$ cat src/logic/dcs_params.svh
`ifndef DCS_PARAMS_SVH
`define DCS_PARAMS_SVH
// ----------------------------------------
// register byte offsets
// ----------------------------------------
`define DCS_OFF_CTRL 8'h00
`define DCS_OFF_COLOUR_SETPOINT 8'h04
`define DCS_OFF_COLOUR_BAND_HALF 8'h08
`define DCS_OFF_RANGE 8'h0C
`define DCS_OFF_STATUS 8'h10
`define DCS_OFF_MASK 8'h14
`define DCS_OFF_STATE 8'h18
// ----------------------------------------
// fields and reset values
// ----------------------------------------
`define DCS_CTRL_W 11
`define DCS_CTRL_RESET 11'h381
`define DCS_RANGE_HI_LSB 16
`define DCS_EV_W 4
`define DCS_IRQ_W 5
`define DCS_IRQ_LAMP 4
// ----------------------------------------
// limits
// ----------------------------------------
`define DCS_SP_MIN 16'hFC19
`define DCS_SP_MAX 16'h270F
`define DCS_HY_MAX 10'h3E7
`define DCS_LO_MAX 10'h3E7
`define DCS_HI_MAX 8'hC7
`define DCS_NOM_FULL 16'h03E8
`define DCS_LIVE_ZERO_DIV 16'h0005
`define DCS_BRIGHT_STEPS 3'h7
`endif

$ cat src/logic/dcs_pkg.sv
`default_nettype none
package dcs_pkg;
    typedef enum logic {BUS_IDLE, BUS_ACK} dcs_bus_e;
    typedef struct packed {
        logic live_zero;
        logic [2:0] bright_code;
        logic key_acknowledge_enable;
        logic falling_sense;
        logic extra_threshold_enable;
        logic alarm_colour_enable;
        logic relay_two_colour_enable;
        logic relay_one_colour_enable;
        logic base_is_emerald;
    } dcs_ctrl_s;
endpackage
`default_nettype wire

$ cat src/logic/dcs_range_if.sv
`timescale 1ns/1ns
`default_nettype none
interface dcs_range_if;
    logic [11:0] level;
    logic live_zero;
    logic [9:0] lower_range_extension;
    logic [7:0] upper_range_extension;
    logic too_low;
    logic too_high;
    modport ctl(output level, live_zero, lower_range_extension, upper_range_extension,
        input too_low, too_high);
    modport chk(input level, live_zero, lower_range_extension, upper_range_extension,
        output too_low, too_high);
endinterface
`default_nettype wire

$ cat src/logic/dcs_colour_top.sv
// Design decisions made here: the placing of the registers and the Avalon-MM register port.
`timescale 1ns/1ns
`default_nettype none
`include "dcs_params.svh"
// Function
// RULE_01: brightness is set in eight levels, 1 to 8, and drives display duty.
// RULE_02: basic colour is green or red; the other one is the active colour.
// RULE_03: each relay with its enable on turns active colour when it becomes active.
// RULE_04: with alarm enable on, an alarm situation turns the active colour.
// RULE_05: extra threshold enable adds a setpoint comparison source; off means no effect.
// RULE_06: rising sense fires once result exceeds setpoint plus half band.
// RULE_07: falling sense fires once result drops below setpoint minus half band.
// RULE_08: setpoint is signed, -999 to 9999, the centre of the band.
// RULE_09: half band is 0 to 999; change only with result outside band.
// RULE_10: software keeps setpoint plus and minus half band inside measure range.
// RULE_11: with key acknowledge on, any key clears events and restores basic colour.
// RULE_12: out of range lamp lights while input is outside permissible range.
// RULE_13: range borders come from lower and upper extensions; too low or too high.
// RULE_14: events stay latched until acknowledged; active colour while any enabled pends.
module dcs_colour_top #(
    parameter int PWM_DIV = 16
) (
    input wire logic clk,
    input wire logic reset,
    input wire logic [7:0] avs_address,
    input wire logic avs_read,
    input wire logic avs_write,
    input wire logic [31:0] avs_writedata,
    input wire logic [3:0] avs_byteenable,
    output logic [31:0] avs_readdata,
    output logic avs_waitrequest,
    input wire logic relay_one_active,
    input wire logic relay_two_active,
    input wire logic alarm_active,
    input wire logic key_pressed,
    input wire logic [15:0] result,
    input wire logic [11:0] input_level,
    output logic display_red,
    output logic display_lit,
    output logic [3:0] bright_level,
    output logic out_of_range_lamp,
    output logic irq
);
    // ----------------------------------------
    // declarations
    // ----------------------------------------
    dcs_pkg::dcs_bus_e bus_reg;
    dcs_pkg::dcs_ctrl_s ctrl_reg;
    logic [15:0] sp_reg;
    logic [9:0] hy_reg;
    logic [9:0] lo_ext_reg;
    logic [7:0] hi_ext_reg;
    logic [`DCS_IRQ_W-1:0] status_reg;
    logic [`DCS_IRQ_W-1:0] mask_reg;
    logic [`DCS_EV_W-1:0] ev_reg;
    logic [`DCS_EV_W-1:0] ev_fire;
    logic [`DCS_EV_W-1:0] ev_en;
    logic [`DCS_IRQ_W-1:0] irq_set;
    logic [`DCS_IRQ_W-1:0] irq_clr;
    logic [31:0] rd_next;
    logic [31:0] wmask;
    logic [31:0] wval;
    logic wr_fire;
    logic relay_one_prev;
    logic relay_two_prev;
    logic alarm_prev;
    logic key_prev;
    logic lamp_prev;
    logic beyond_reg;
    logic beyond_set;
    logic beyond_clr;
    logic signed [16:0] res_ext;
    logic signed [16:0] upper_band;
    logic signed [16:0] lower_band;
    logic above;
    logic below;
    logic ack_fire;
    logic pending;
    logic lamp_next;
    logic [15:0] div_cnt;
    logic pwm_tick;
    logic [2:0] pwm_step;
    dcs_range_if rng();

    // ----------------------------------------
    // helpers
    // ----------------------------------------
    function automatic logic [15:0] clamp_sp(input logic [15:0] v);
        logic [15:0] r;
        r = v;
        if ($signed(v) < $signed(`DCS_SP_MIN))
            r = `DCS_SP_MIN;
        else if ($signed(v) > $signed(`DCS_SP_MAX))
            r = `DCS_SP_MAX;
        return r;
    endfunction

    function automatic logic [9:0] clamp10(input logic [15:0] v, input logic [9:0] lim);
        logic [9:0] r;
        r = (v > 16'(lim)) ? lim : v[9:0];
        return r;
    endfunction

    // ----------------------------------------
    // avalon slave
    // ----------------------------------------
    // one wait cycle always: request seen in idle, answered the next cycle
    always_ff @(posedge clk)
    begin
        if (reset)
        begin
            bus_reg <= dcs_pkg::BUS_IDLE;
            avs_waitrequest <= 1'b1;
            avs_readdata <= 32'h0000_0000;
        end
        else
        begin
            unique case (bus_reg)
                dcs_pkg::BUS_IDLE:
                begin
                    if (avs_read || avs_write)
                    begin
                        bus_reg <= dcs_pkg::BUS_ACK;
                        avs_waitrequest <= 1'b0;
                        avs_readdata <= avs_read ? rd_next : 32'h0000_0000;
                    end
                end
                dcs_pkg::BUS_ACK:
                begin
                    bus_reg <= dcs_pkg::BUS_IDLE;
                    avs_waitrequest <= 1'b1;
                end
            endcase
        end
    end

    assign wr_fire = (bus_reg == dcs_pkg::BUS_ACK) && avs_write;
    assign wmask = {{8{avs_byteenable[3]}}, {8{avs_byteenable[2]}},
        {8{avs_byteenable[1]}}, {8{avs_byteenable[0]}}};
    assign wval = avs_writedata & wmask;

    always_comb
    begin
        rd_next = 32'h0000_0000;
        unique case (avs_address)
            `DCS_OFF_CTRL: rd_next = 32'(ctrl_reg);
            `DCS_OFF_COLOUR_SETPOINT: rd_next = {{16{sp_reg[15]}}, sp_reg};
            `DCS_OFF_COLOUR_BAND_HALF: rd_next = 32'(hy_reg);
            `DCS_OFF_RANGE: rd_next = {8'h00, hi_ext_reg, 6'h00, lo_ext_reg};
            `DCS_OFF_STATUS: rd_next = 32'(status_reg);
            `DCS_OFF_MASK: rd_next = 32'(mask_reg);
            `DCS_OFF_STATE: rd_next = {20'h0_0000, bright_level, ev_reg,
                beyond_reg, out_of_range_lamp, display_red, display_lit};
            default: rd_next = 32'h0000_0000;
        endcase
    end

    // ----------------------------------------
    // configuration registers
    // ----------------------------------------
    always_ff @(posedge clk)
    begin
        if (reset)
            ctrl_reg <= `DCS_CTRL_RESET;
        else if (wr_fire && avs_address == `DCS_OFF_CTRL)
            ctrl_reg <= (ctrl_reg & ~wmask[`DCS_CTRL_W-1:0]) | wval[`DCS_CTRL_W-1:0];
    end

    // RULE_08 setpoint limits
    always_ff @(posedge clk)
    begin
        if (reset)
            sp_reg <= 16'h0000;
        else if (wr_fire && avs_address == `DCS_OFF_COLOUR_SETPOINT)
            sp_reg <= clamp_sp((sp_reg & ~wmask[15:0]) | wval[15:0]);
    end

    // RULE_09 half band limit
    always_ff @(posedge clk)
    begin
        if (reset)
            hy_reg <= 10'h000;
        else if (wr_fire && avs_address == `DCS_OFF_COLOUR_BAND_HALF)
            hy_reg <= clamp10((16'(hy_reg) & ~wmask[15:0]) | wval[15:0], `DCS_HY_MAX);
    end

    // RULE_13 range extensions
    always_ff @(posedge clk)
    begin
        if (reset)
        begin
            lo_ext_reg <= 10'h000;
            hi_ext_reg <= 8'h00;
        end
        else if (wr_fire && avs_address == `DCS_OFF_RANGE)
        begin
            lo_ext_reg <= clamp10((16'(lo_ext_reg) & ~wmask[15:0]) | wval[15:0],
                `DCS_LO_MAX);
            hi_ext_reg <= 8'(clamp10(16'(wval[23:`DCS_RANGE_HI_LSB])
                | (16'(hi_ext_reg) & ~16'(wmask[23:`DCS_RANGE_HI_LSB])),
                10'(`DCS_HI_MAX)));
        end
    end

    // ----------------------------------------
    // source edges
    // ----------------------------------------
    always_ff @(posedge clk)
    begin
        if (reset)
        begin
            relay_one_prev <= 1'b0;
            relay_two_prev <= 1'b0;
            alarm_prev <= 1'b0;
            key_prev <= 1'b0;
            lamp_prev <= 1'b0;
        end
        else
        begin
            relay_one_prev <= relay_one_active;
            relay_two_prev <= relay_two_active;
            alarm_prev <= alarm_active;
            key_prev <= key_pressed;
            lamp_prev <= lamp_next;
        end
    end

    // ----------------------------------------
    // extra threshold with band
    // ----------------------------------------
    assign res_ext = {result[15], result};
    assign upper_band = {sp_reg[15], sp_reg} + {7'h00, hy_reg};
    assign lower_band = {sp_reg[15], sp_reg} - {7'h00, hy_reg};
    assign above = res_ext > upper_band;
    assign below = res_ext < lower_band;
    // RULE_06 rising sense
    // RULE_07 falling sense, below the band rather than above it
    assign beyond_set = !beyond_reg && (ctrl_reg.falling_sense ? below : above);
    assign beyond_clr = beyond_reg && (ctrl_reg.falling_sense ? above : below);

    // RULE_09 state moves only outside the band
    always_ff @(posedge clk)
    begin
        if (reset)
            beyond_reg <= 1'b0;
        else if (beyond_set)
            beyond_reg <= 1'b1;
        else if (beyond_clr)
            beyond_reg <= 1'b0;
    end

    // ----------------------------------------
    // colour events
    // ----------------------------------------
    assign ev_en = {ctrl_reg.extra_threshold_enable, ctrl_reg.alarm_colour_enable,
        ctrl_reg.relay_two_colour_enable, ctrl_reg.relay_one_colour_enable};
    // RULE_03 relay sources
    // RULE_04 alarm source
    // RULE_05 threshold source gate
    assign ev_fire = ev_en & {beyond_set, alarm_active && !alarm_prev,
        relay_two_active && !relay_two_prev, relay_one_active && !relay_one_prev};
    // RULE_11 key acknowledge
    assign ack_fire = ctrl_reg.key_acknowledge_enable && key_pressed && !key_prev;

    // RULE_14 latch until acknowledged; a new event beats the clear
    always_ff @(posedge clk)
    begin
        if (reset)
            ev_reg <= '0;
        else
            ev_reg <= (ev_reg & ~{`DCS_EV_W{ack_fire}}) | ev_fire;
    end

    assign pending = |(ev_reg & ev_en);

    // RULE_02 basic or active colour
    always_ff @(posedge clk)
    begin
        if (reset)
            display_red <= 1'b0;
        else
            display_red <= ctrl_reg.base_is_emerald ? pending : !pending;
    end

    // ----------------------------------------
    // range lamp
    // ----------------------------------------
    assign rng.level = input_level;
    assign rng.live_zero = ctrl_reg.live_zero;
    assign rng.lower_range_extension = lo_ext_reg;
    assign rng.upper_range_extension = hi_ext_reg;
    assign lamp_next = rng.too_low || rng.too_high;

    dcs_range_check u_range (
        .clk(clk),
        .reset(reset),
        .rng(rng.chk)
    );

    // RULE_12 lamp follows range flags
    always_ff @(posedge clk)
    begin
        if (reset)
            out_of_range_lamp <= 1'b0;
        else
            out_of_range_lamp <= lamp_next;
    end

    // ----------------------------------------
    // brightness
    // ----------------------------------------
    // duty steps run off a divider enable so the display sees a slow pwm
    always_ff @(posedge clk)
    begin
        if (reset)
            div_cnt <= 16'h0000;
        else if (pwm_tick)
            div_cnt <= 16'h0000;
        else
            div_cnt <= div_cnt + 16'h0001;
    end

    assign pwm_tick = div_cnt == 16'(PWM_DIV - 1);

    always_ff @(posedge clk)
    begin
        if (reset)
            pwm_step <= 3'h0;
        else if (pwm_tick)
            pwm_step <= (pwm_step == `DCS_BRIGHT_STEPS) ? 3'h0 : pwm_step + 3'h1;
    end

    // RULE_01 level 1..8 and duty
    always_ff @(posedge clk)
    begin
        if (reset)
        begin
            bright_level <= 4'h8;
            display_lit <= 1'b0;
        end
        else
        begin
            bright_level <= {1'b0, ctrl_reg.bright_code} + 4'h1;
            display_lit <= {1'b0, pwm_step} < bright_level;
        end
    end

    // ----------------------------------------
    // interrupts
    // ----------------------------------------
    assign irq_set = {lamp_next && !lamp_prev, ev_fire};
    assign irq_clr = (wr_fire && avs_address == `DCS_OFF_STATUS)
        ? wval[`DCS_IRQ_W-1:0] : '0;

    // set wins over a write-one clear in the same cycle
    always_ff @(posedge clk)
    begin
        if (reset)
            status_reg <= '0;
        else
            status_reg <= (status_reg & ~irq_clr) | irq_set;
    end

    always_ff @(posedge clk)
    begin
        if (reset)
            mask_reg <= '0;
        else if (wr_fire && avs_address == `DCS_OFF_MASK)
            mask_reg <= (mask_reg & ~wmask[`DCS_IRQ_W-1:0]) | wval[`DCS_IRQ_W-1:0];
    end

    always_ff @(posedge clk)
    begin
        if (reset)
            irq <= 1'b0;
        else
            irq <= |(status_reg & mask_reg);
    end
endmodule
`default_nettype wire

$ cat src/logic/dcs_range_check.sv
`timescale 1ns/1ns
`default_nettype none
`include "dcs_params.svh"
module dcs_range_check (
    input wire logic clk,
    input wire logic reset,
    dcs_range_if.chk rng
);
    // level is in 0.1 % of full scale; a live zero sits at one fifth of it
    logic [15:0] scaled;
    logic [15:0] lo_border5;
    logic [15:0] hi_border;
    assign scaled = 16'(rng.level) * `DCS_LIVE_ZERO_DIV;
    assign lo_border5 = `DCS_NOM_FULL - 16'(rng.lower_range_extension);
    assign hi_border = `DCS_NOM_FULL + 16'(rng.upper_range_extension);

    // RULE_13 border comparison
    always_ff @(posedge clk)
    begin
        if (reset)
        begin
            rng.too_low <= 1'b0;
            rng.too_high <= 1'b0;
        end
        else
        begin
            rng.too_low <= rng.live_zero && (scaled < lo_border5);
            rng.too_high <= 16'(rng.level) > hi_border;
        end
    end
endmodule
`default_nettype wire

$ cat config.mk
export PLATFORM = sky130hd
export DESIGN_NAME = dcs_colour_top
export DESIGN_NICKNAME = d
export VERILOG_FILES = /design/src/logic/dcs_pkg.sv /design/src/logic/dcs_range_if.sv /design/src/logic/dcs_colour_top.sv /design/src/logic/dcs_range_check.sv
export VERILOG_INCLUDE_DIRS = /design/src /design/src/logic
export SDC_FILE = /design/constraint.sdc
export NUM_CORES = 1
export LEC_CHECK = 0
export BUFFER_PORTS_ARGS = -buffer_cell sky130_fd_sc_hd__buf_2
export CAP_MARGIN = 20
export CORE_ASPECT_RATIO = 0.9
export CORE_MARGIN = 2
export CORE_UTILIZATION = 45
export DETAILED_ROUTE_END_ITERATION = 7
export GPL_ROUTABILITY_DRIVEN = 0
export SLEW_MARGIN = 20
export SYNTH_ARGS = -nofsm -noshare
export SYNTH_HDL_FRONTEND = slang
export SYNTH_HIERARCHICAL = 1
export SYNTH_SLANG_ARGS = --single-unit
$ cat constraint.sdc
create_clock -name clk -period 4.6 [get_ports clk]
set_input_delay 0.92 -clock clk [delete_from_list [all_inputs] [get_ports clk]]
set_output_delay 0.92 -clock clk [all_outputs]
set_load 0.005 [all_outputs]
==> results.tsv, run 1 <==
metric	value	unit
yosysTopAreaCell	sky130_fd_sc_hd__dfxtp_1	
synth_top_cell_area_share	27.7	%
rows	49	
finalPower	2.77	mW
final_nets	1399	
dieHeight	141	microns
design.portCount	121	
ctsHtreeMaxLevel	4	
synth_fp_nets	1314	
post_synth_instance_area	9320	sq um
synth.avg_cell_area	8.28	sq um
final_design_area_no_fill	10600	sq um
area_taken_by_multi_input_logic_gates	6290	sq um
final_antenna_net_count	0	
drt-vias-per-instance	5.88	
grt_antenna_before_repair	1	
fillers	1989	
layout_cells_sized_above_1	15.8	%
tritoncts	built	
regArea	2580	sq um
cts_setup_buffers	0	
cell_count_of_the_worst_reg_to_reg_path	17	
dpl.hpwl	20700	microns
grt_first_pass_wirelength	42600	microns
ir_worst_vdd	0.000237	V
startpoint_class_of_the_critical_path	register	
port_buffers	111	
power.leakage	4.32	nW
cts_sinks	129	
clock_tree.root_cell	sky130_fd_sc_hd__clkbuf_16	
detailed_place.area	10000	sq um
synthCells	1126	
cts_buffers	17	
worstHoldPathCells	1	
finalCriticalPeriod	4180	ps
critical_path_class	register to register	
fp.dieW	156	microns
final_util	52.5	%
synth.yosys.warnings	6	
clk_pin_slew	60	ps
detail_route.wirelength	26800	microns
synthFlopType	sky130_fd_sc_hd__dfxtp_1	
hold_ws	441	ps
cap_violations	0	
final_min_period_over_clock_period	90.9	%
max-clock-path-buffers	2	
placed_cells	1447	
layout_setup_ws	420	ps
finalSetupTns	0	ps
yosys.cell_types.count	83	
tightestPinTransition	1150	ps
grt_setup_unrepaired	no	
core	20200	sq um
synth_area_leaders	sky130_fd_sc_hd__dfxtp_1, sky130_fd_sc_hd__ha_1, sky130_fd_sc_hd__a21oi_1	
synthTopCellsByCount	sky130_fd_sc_hd__dfxtp_1, sky130_fd_sc_hd__ha_1, sky130_fd_sc_hd__nor2_1	
starting_density_of_the_core	46.2	%
post-route-drc-count	0	
timing.critical_path.required	4900	ps
synth-edff-count	0	
timing.slew.headroom	22.6	%
area_growth	13.6	%
power_per_cell_area	262	nW/um^2
die_area	21900	sq um
globalRouteTotalUtil	24.6	%
postCtsHoldBufs	0	
dr.first_iter.drc_count	934	
holdCritPathClass	register to register	
largest_net_degree_at_the_start_of_global_routing	82	
timing.final.hold_violations	0	
status	finished clean	
vias_in_the_first_global_route	7890	
synthArstFlopShare	0	%
route.detailed.wl_per_inst	18.1	microns
stdcell_count	1480	
total_overflow_reported_by_the_global_router	0	
pre_cts_ws	308	ps
vias	8702	
endpoint_kind	register	
ys_seq_elements	129	
clk_latency	430	ps
critical_path_arrival	4480	ps
slew_violations	0	
worstPathMaxFanout	5	
fmax	0.239	GHz
dr.pass1.iters	6	
synth_sequential_area_ratio	27.7	%
yosysMostFrequentCell	sky130_fd_sc_hd__dfxtp_1	
final_setup_violation_count	0	
worst_skew	9.21	ps
==> cell usage in the layout, fill, tap and decap left out, types with 6 or more instances in the layout <==
cell type / netlist / final
sky130_fd_sc_hd__nor2b_1: 17 / 17
sky130_fd_sc_hd__o22ai_1: 14 / 14
sky130_fd_sc_hd__mux2i_1: 31 / 31
sky130_fd_sc_hd__a21oi_1: 86 / 86
sky130_fd_sc_hd__nand3b_1: 12 / 12
sky130_fd_sc_hd__o211ai_1: 10 / 10
sky130_fd_sc_hd__mux2_2: 6 / 6
sky130_fd_sc_hd__a22oi_1: 30 / 30
sky130_fd_sc_hd__a21o_1: 13 / 13
sky130_fd_sc_hd__nand4_1: 7 / 7
sky130_fd_sc_hd__inv_1: 47 / 47
sky130_fd_sc_hd__and3_1: 15 / 15
sky130_fd_sc_hd__a31oi_1: 7 / 7
sky130_fd_sc_hd__nand3_1: 31 / 31
sky130_fd_sc_hd__o21ai_0: 48 / 48
sky130_fd_sc_hd__clkbuf_16: 0 / 17
sky130_fd_sc_hd__a21boi_0: 7 / 7
sky130_fd_sc_hd__o221a_1: 6 / 6
sky130_fd_sc_hd__a2111oi_0: 9 / 8
sky130_fd_sc_hd__nor3b_1: 6 / 6
sky130_fd_sc_hd__or3_1: 12 / 12
sky130_fd_sc_hd__ha_1: 105 / 105
sky130_fd_sc_hd__xor2_1: 20 / 20
sky130_fd_sc_hd__o21a_1: 10 / 10
sky130_fd_sc_hd__xnor2_1: 39 / 39
sky130_fd_sc_hd__a211oi_1: 12 / 12
sky130_fd_sc_hd__nor3_1: 28 / 28
sky130_fd_sc_hd__nand2b_1: 19 / 19
sky130_fd_sc_hd__nand2_1: 87 / 87
sky130_fd_sc_hd__buf_2: 8 / 110
sky130_fd_sc_hd__nor2_1: 104 / 104
sky130_fd_sc_hd__buf_4: 9 / 12
sky130_fd_sc_hd__dfxtp_1: 129 / 129
sky130_fd_sc_hd__nor4_1: 7 / 7
==> layer usage <==
| metal | wire, microns | track usage, % | vias up |
|---|---|---|---|
| met5 | 0 | 0 | - |
| met4 | 563 | 7.19 | 0 |
| met3 | 1620 | 4.27 | 43 |
| met2 | 11400 | 36.6 | 307 |
| met1 | 13200 | 36.2 | 4040 |
| li1 | - | - | 4312 |
==> worst max-delay path, stage by stage, from the launching register on <==
cell and delay, ps:
sky130_fd_sc_hd__dfxtp_1 490, sky130_fd_sc_hd__ha_1 230, sky130_fd_sc_hd__inv_1 60, sky130_fd_sc_hd__fa_1 400, sky130_fd_sc_hd__o21ba_2 220, sky130_fd_sc_hd__o21ai_0 220, sky130_fd_sc_hd__a21boi_0 170, sky130_fd_sc_hd__a21oi_1 340
sky130_fd_sc_hd__nand3_1 140, sky130_fd_sc_hd__xor2_1 170, sky130_fd_sc_hd__ha_1 300, sky130_fd_sc_hd__a21oi_1 180, sky130_fd_sc_hd__o21ai_0 130, sky130_fd_sc_hd__a2111oi_2 430, sky130_fd_sc_hd__a211oi_1 130, sky130_fd_sc_hd__a31oi_1 190
sky130_fd_sc_hd__buf_4 170, sky130_fd_sc_hd__o21ai_0 90
==> worst paths after layout <==
kind / from / slack [ps] / endpoint
max: sp_reg[0] / 420 / ev_reg[3]
min: div_cnt[0] / 440 / div_cnt[0]
max reg2reg: sp_reg[0] / 420 / ev_reg[3]
min reg2reg: div_cnt[0] / 440 / div_cnt[0]
==> cell families after synthesis <==
| group | share of synthesized area [%] |
|---|---|
| AND/OR/NAND/NOR | 20.9 |
| buffers and inverters | 4.79 |
| XOR/XNOR | 5.55 |
| multiplexers | 4.06 |
| AO/OA/AOI/OAI | 22.3 |
| flip-flops | 27.7 |
| adder cells (fa/ha/maj) | 14.7 |
==> power by group <==
part	leakage (nW)	switching, mW	internal [mW]
clock	0.267	0.538	0.748
combinational	3.01	0.212	0.140
sequential	1.04	0.00810	1.13
total	4.32	0.758	2.02
==> what timing repair did <==
item	4_1_cts	5_1_grt
endpoints found under the setup margin	0	3
gates resized for setup	0	2
hold endpoints to repair	0	0
==> final cells by class <==
| type | instances | area share (%) |
|---|---|---|
| clock inverter | 14 | 1.25 |
| sequential | 129 | 24.4 |
| tap | 255 | 3.01 |
| antenna | 1 | 0.0236 |
| multi-input combinational | 892 | 59.5 |
| inverter | 49 | 1.74 |
| timing repair buffer | 122 | 6.05 |
| clock buffer | 18 | 4.05 |
No activity file was read; power rests on OpenSTA's default activity.
==> inputs of run 2 (changes only) <==
Settings changed: CTS_CLUSTER_DIAMETER set to 40, SYNTH_HIERARCHICAL 1 to unset.
==> run 2 against run 1 <==
Fmax shrank 1.5%. Clock power shrank 4%. Global-route usage grew 0.38 points. Wire length grew 0.70%. Design area shrank 0.50%. Sequential share of layout area grew 0.12 points. Critical path depth grew 1. Clock skew shrank 2.0 ps. Via count grew 1.9%. Critical endpoint is now beyond_reg. Largest cell class unchanged. Highest routed layer unchanged.
==> results.tsv, run 2 <==
metric	value	unit	change
largest_net_degree_at_the_start_of_global_routing	68		-17%
timing.final.hold_violations	0		unchanged
clock_tree.root_cell	sky130_fd_sc_hd__clkbuf_16		
synth_top_cell_area_share	27.8	%	+0.086 points
critical_path_class	register to register		
tightestPinTransition	1150	ps	+3.52 ps
grt_antenna_before_repair	1		unchanged
timing.critical_path.buf_inv	4		+2
synth_area_leaders	sky130_fd_sc_hd__dfxtp_1, sky130_fd_sc_hd__ha_1, sky130_fd_sc_hd__a21oi_1		
synthArstFlopShare	0	%	unchanged
yosysMostFrequentCell	sky130_fd_sc_hd__dfxtp_1		
synthTopCellsByCount	sky130_fd_sc_hd__dfxtp_1, sky130_fd_sc_hd__nor2_1, sky130_fd_sc_hd__nand2_1		
cts_setup_buffers	0		unchanged
grt_first_pass_wirelength	43600	microns	+2.2%
power.leakage	4.41	nW	+2.1%
synth_sequential_area_ratio	27.8	%	+0.086 points
postCtsHoldBufs	0		unchanged
vias_in_the_first_global_route	8201		+3.9%
cp_slowest_stage_delay	460	ps	-30 ps
fmax	0.236	GHz	-1.5%
grt_setup_unrepaired	no		
layout_cells_sized_above_1	13.6	%	-2.3 points
power_per_cell_area	257	nW/um^2	-2.0%
die_area	21800	sq um	-0.30%
core	20100	sq um	-0.30%
final_min_period_over_clock_period	92.2	%	+1.4 points
globalRouteTotalUtil	25.0	%	+0.38 points
mostFrequentLayoutCells	sky130_fd_sc_hd__dfxtp_1, sky130_fd_sc_hd__nor2_1, sky130_fd_sc_hd__nand2_1, sky130_fd_sc_hd__buf_2, sky130_fd_sc_hd__ha_1		
synth_fp_nets	1363		+3.7%
slew_violations	0		unchanged
drt-vias-per-instance	5.83		-0.93%
startpoint_class_of_the_critical_path	register		
post_synth_instance_area	9290	sq um	-0.31%
ordered_cell_list_for_the_critical_path	inv_1, ha_1, inv_1, o21ai_0, a21oi_1, o311ai_2, a2111oi_0, a2111oi_1, buf_4, ha_1, nand2_1, o21a_1, o2111ai_1, a2111oi_1, o21ai_0, o31ai_1, buf_4, a211oi_1		
timing.slew.headroom	22.4	%	-0.24 points
timing.critical_path.required	4890	ps	about the same
yosys.cell_types.count	73		-12%
holdCritPathClass	register to register		
post-route-drc-count	0		unchanged
cts_buffers	17		unchanged
dieHeight	140	microns	-0.15%
timing.critical_path.slowest_stage_cell	sky130_fd_sc_hd__o311ai_2		
finalSetupTns	0	ps	unchanged
endpoint_kind	register		
final_antenna_net_count	0		unchanged
synth-edff-count	0		unchanged
yosysTopAreaCell	sky130_fd_sc_hd__dfxtp_1		
synthCells	1175		+4.4%
rows	49		unchanged
stdcell_count	1522		+2.8%
detail_route.wirelength	27000	microns	+0.70%
number_of_gates_resized_after_cts	0		unchanged
worst_skew	7.23	ps	-1.98 ps
finalCriticalPeriod	4240	ps	+63.1 ps
ctsHtreeMaxLevel	4		unchanged
total_overflow_reported_by_the_global_router	0		unchanged
route.detailed.wl_per_inst	17.7	microns	-2.1%
ys_seq_elements	129		unchanged
timing.critical_path.max_delay_family	compound AO/OA/AOI/OAI gates		
clk_pin_slew	60	ps	about the same
ir_worst_vdd	0.000195	V	-18%
max-clock-path-buffers	2		unchanged
clk_latency	420	ps	about the same
synthFlopType	sky130_fd_sc_hd__dfxtp_1		
tritoncts	built		
final_setup_violation_count	0		unchanged
vias	8866		+1.9%
cap_violations	0		unchanged
status	finished clean		
critical_path_arrival	4530	ps	+50 ps
synth.avg_cell_area	7.91	sq um	-4.5%
dpl.hpwl	20600	microns	-0.53%
final_nets	1442		+3.1%
placed_cells	1490		+3.0%
cts_sinks	129		unchanged
area_growth	13.4	%	
synth.yosys.warnings	0		-6
dr.pass1.iters	6		unchanged
dr.first_iter.drc_count	724		-22%
port_buffers	111		unchanged
design.portCount	121		unchanged
worstPathMaxFanout	6		+1
starting_density_of_the_core	46.2	%	about the same
layout_commonest_cell	sky130_fd_sc_hd__dfxtp_1		
fp.dieW	155	microns	-0.15%
==> run 2: final cells by class <==
type / count / area [sq um]
Sequential cell: 129 / 2580
Inverter: 59 / 221
Clock buffer: 23 / 488
Clock inverter: 8 / 55.1
Tap cell: 255 / 319
Antenna cell: 1 / 2.50
Fill cell: 1975 / 9580
Timing Repair Buffer: 127 / 678
Multi-Input combinational cell: 920 / 6190
==> run 2: worst reg2reg max path, delay by kind of cell, from the launching register on <==
family	cells	cell delay, ps
AOI/OAI and AO/OA	11	2380
and+or+nand+nor	1	80
adders and majority gates	2	570
DFF	1	450
buffers and inverters	4	630
==> run 2: metal layers <==
layer	part of all wire, %	GRT usage, %	vias up	wire length (microns)
met4	1.8	7.00	0	487
met5	0	0	-	0
met2	42	37.6	313	11500
met3	6.8	4.58	35	1830
li1	-	-	4442	-
met1	49	36.5	4076	13200
==> run 2: report_power, final <==
group,internal [mW],total (mW),switching [mW]
Combinational,0.131,0.328,0.197
Clock,0.741,1.24,0.503
Sequential,1.13,1.13,0.00683
Total,2.00,2.71,0.706
==> run 2: final timing paths <==
path,depth (start not counted),endpoint,slack (ps),start
worst max register to register,18,beyond_reg,360,hy_reg[3]
worst max-delay path,18,beyond_reg,360,hy_reg[3]
worst min-delay path,1,div_cnt[0],440,div_cnt[0]
worst min register to register,1,div_cnt[0],440,div_cnt[0]
==> run 2: metrics by stage <==
| step | area (sq um) | hold slack [ps] | total power, mW | util, % | setup slack (ps) |
|---|---|---|---|---|---|
| 2_1_floorplan | 9290 | 413 | 1.37 | - | 714 |
| 3_3_place_gp | 9980 | 430 | 1.48 | 49.7 | 234 |
| 3_5_place_dp | 9980 | 437 | 1.48 | 49.7 | 240 |
| 4_1_cts | 10500 | 451 | 2.72 | 52.4 | 216 |
| 5_1_grt | 10500 | 473 | 2.82 | 52.4 | 6.97 |
| 6_report | 10500 | 438 | 2.71 | 52.4 | 357 |
==> run 2: cell families (layout without fill, tap and decap cells) <==
logic type	after synthesis	count (layout)	synth area share (%)
AO/OA/AOI/OAI	321	321	22.9
XOR/XNOR	49	49	4.62
adder cells (fa/ha/maj)	108	108	14.8
buffers and inverters	126	217	5.63
flip-flops	129	129	27.8
multiplexers	24	24	2.61
other	0	1	0
AND/OR/NAND/NOR	418	418	21.6
==> inputs of run 3 (changes only) <==
Settings changed: CORE_MARGIN 2 to unset.
==> run 3 against run 2 <==
Non-clock buffer count grew 1. Sequential power is essentially flat. Cell count is essentially flat. Clock skew shrank 2.9 ps. Largest power group unchanged. Highest routed layer unchanged.
==> results.tsv, run 3 (same netlist as run 2, synthesis figures left out) <==
metric	value	unit	change
holdPathEnd	div_cnt[0]		
final_nets	1443		+0.069%
timing.critical_path.slowest_stage_cell	sky130_fd_sc_hd__dfxtp_1		
pwr-share-seq	39.2	%	-2.7 points
pre_cts_ws	282	ps	+42.3 ps
final_antenna_net_count	0		unchanged
critical_path.most_common_cell	sky130_fd_sc_hd__o21ai_0		
design.portCount	121		unchanged
max-clock-path-buffers	2		unchanged
finalPower	2.89	mW	+7.0%
timing.critical_path.max_delay_family	compound AO/OA/AOI/OAI gates		
critical_path_class	register to register		
worstHoldPathCells	1		unchanged
grt_antenna_before_repair	0		-1
status	finished clean		
dieHeight	138	microns	-1.4%
hold_path_origin	div_cnt[0]		
worst_skew	4.37	ps	-2.85 ps
ordered_cell_list_for_the_critical_path	ha_1, inv_1, fa_1, o21bai_1, a21oi_1, o21ai_0, a21oi_1, o221a_2, nor3_1, xnor2_1, ha_1, a21o_1, nand2_1, o2111ai_1, a2111oi_1, o21ai_0, o31ai_1, buf_4, o21ai_0		
holdCritPathClass	register to register		
placed_cells	1491		+0.067%
power.leakage	4.45	nW	+1.0%
finalCriticalPeriod	4200	ps	-40.5 ps
fmax	0.238	GHz	+0.96%
drt-vias-per-instance	5.84		+0.23%
startpoint_class_of_the_critical_path	register		
core	20100	sq um	unchanged
worstPathMaxFanout	5		-1
starting_density_of_the_core	46.2	%	unchanged
fillers	1977		+0.10%
timing.critical_path.required	4900	ps	about the same
slew_violations	0		unchanged
layout_setup_ws	398	ps	+40.5 ps
detailed_place.area	9990	sq um	about the same
timing.critical_path.buf_inv	2		-2
cts_buffers	17		unchanged
cts_sinks	129		unchanged
total_switching_power	0.700	mW	-0.81%
grt_first_pass_wirelength	43700	microns	+0.36%
total_overflow_reported_by_the_global_router	0		unchanged
layout_cells_sized_above_1	13.6	%	-0.021 points
ir_worst_vdd	0.000181	V	-7.3%
layout_commonest_cell	sky130_fd_sc_hd__dfxtp_1		
insertedDiodeCount	0		-1
r2r_startpoint	sp_reg[0]		
timing.final.hold_violations	0		unchanged
globalRouteTotalUtil	25.7	%	+0.72 points
ctsHtreeMaxLevel	4		unchanged
vias_in_the_first_global_route	8398		+2.4%
largest_net_degree_at_the_start_of_global_routing	70		+2.9%
clock_tree.root_cell	sky130_fd_sc_hd__clkbuf_16		
worst-r2r-setup-slack	400	ps	+40 ps
power.share.combinational	11.4	%	-0.7 points
area_growth	14.3	%	
tritoncts	built		
cp_slowest_stage_delay	450	ps	about the same
rows	49		unchanged
post-route-drc-count	0		unchanged
critical_path_arrival	4500	ps	-30 ps
final_design_area_no_fill	10600	sq um	+0.80%
mostFrequentLayoutCells	sky130_fd_sc_hd__dfxtp_1, sky130_fd_sc_hd__nor2_1, sky130_fd_sc_hd__nand2_1, sky130_fd_sc_hd__buf_2, sky130_fd_sc_hd__ha_1		
stdcell_count	1523		+0.066%
cap_violations	0		unchanged
route.detailed.wl_per_inst	17.7	microns	-0.26%
timing.slew.headroom	39.9	%	+17 points
timing.rr.end	status_reg[3]		
finalSetupTns	0	ps	unchanged
fp.dieW	153	microns	-1.3%
power_per_cell_area	273	nW/um^2	+6.1%
endpoint_kind	register		
tightestPinTransition	880	ps	-275 ps
dr.pass1.iters	6		unchanged
clk_pin_slew	60	ps	about the same
final_setup_violation_count	0		unchanged
intPower	2.19	mW	+9.7%
dr.first_iter.drc_count	685		-5.4%
share_clk_of_total_power	49.4	%	+3.4 points
clk_latency	420	ps	about the same
dpl.hpwl	20400	microns	-1.1%
die_area	21200	sq um	-2.7%
final_min_period_over_clock_period	91.4	%	-0.88 points
cell_count_of_the_worst_reg_to_reg_path	19		+1
vias	8892		+0.29%
port_buffers	111		unchanged
grt_setup_unrepaired	no		
power.share.switching	24.2	%	-1.9 points
detail_route.wirelength	26900	microns	-0.19%
==> run 3: cell count changes in the layout (fill, tap and decap cells not counted), moves of 2 or more <==
| cell | before | now |
|---|---|---|
| sky130_fd_sc_hd__bufinv_16 | 0 | 4 |
| sky130_fd_sc_hd__clkinvlp_4 | 3 | 1 |
| sky130_fd_sc_hd__clkbuf_1 | 2 | 4 |
| sky130_fd_sc_hd__clkbuf_8 | 4 | 2 |
==> run 3: what timing repair did <==
| item | in CTS | in global routing |
|---|---|---|
| hold buffers | 0 | 0 |
| setup buffers | 0 | 0 |
| endpoints found under the setup margin | 0 | 3 |
| gates resized for setup | 0 | 1 |
==> run 3: stage by stage <==
stage | hold WS [ps] | util (%)
global route | 447 | 52.8
CTS | 444 | 52.8
global placement | 425 | 49.7
detailed placement | 436 | 49.7
finish | 450 | 52.8
floorplan | 413 | -
==> run 3: cell type report <==
cell class,count,area [sq um],area share [%]
Multi-Input combinational cell,920,6180,58.3
Sequential cell,129,2580,24.3
Timing Repair Buffer,128,686,6.46
Clock buffer,23,468,4.41
Tap cell,255,319,3.01
Inverter,59,221,2.09
Clock inverter,9,155,1.46
==> run 3: power groups by stage <==
stage | combinational (mW) | sequential [mW] | clock, mW
after floorplan | 0.217 | 1.16 | 0
after detailed placement | 0.324 | 1.16 | 0
after global routing | 0.373 | 1.13 | 1.50
final | 0.330 | 1.13 | 1.43
after CTS | 0.328 | 1.13 | 1.44
after global placement | 0.322 | 1.16 | 0
==> run 3: worst max-delay path by stage <==
stage,startpoint,endpoint,cells past startpoint
floorplan,input_level[1],u_range.rng.too_low,18
global placement,input_level[1],u_range.rng.too_low,19
detailed placement,input_level[1],u_range.rng.too_low,17
CTS,sp_reg[0],ev_reg[3],19
global route,sp_reg[1],status_reg[3],18
finish,sp_reg[0],status_reg[3],19
==> run 3: worst register-to-register path: stages (launching register included) <==
cell,delay (ps)
sky130_fd_sc_hd__dfxtp_1,450
sky130_fd_sc_hd__ha_1,220
sky130_fd_sc_hd__inv_1,60
sky130_fd_sc_hd__fa_1,400
sky130_fd_sc_hd__o21bai_1,150
sky130_fd_sc_hd__a21oi_1,130
sky130_fd_sc_hd__o21ai_0,190
sky130_fd_sc_hd__a21oi_1,150
sky130_fd_sc_hd__o221a_2,290
sky130_fd_sc_hd__nor3_1,230
sky130_fd_sc_hd__xnor2_1,150
sky130_fd_sc_hd__ha_1,260
sky130_fd_sc_hd__a21o_1,190
sky130_fd_sc_hd__nand2_1,70
sky130_fd_sc_hd__o2111ai_1,140
sky130_fd_sc_hd__a2111oi_1,450
sky130_fd_sc_hd__o21ai_0,160
sky130_fd_sc_hd__o31ai_1,120
sky130_fd_sc_hd__buf_4,200
sky130_fd_sc_hd__o21ai_0,80
==> run 3: routing by layer <==
metal / global-route usage, % / wire length, microns / vias up
li1: - / - / 4440
met1: 36.6 / 13100 / 4068
met2: 39.1 / 11300 / 338
met3: 4.45 / 1880 / 46
met4: 8.47 / 651 / 0
met5: 0 / 0 / -
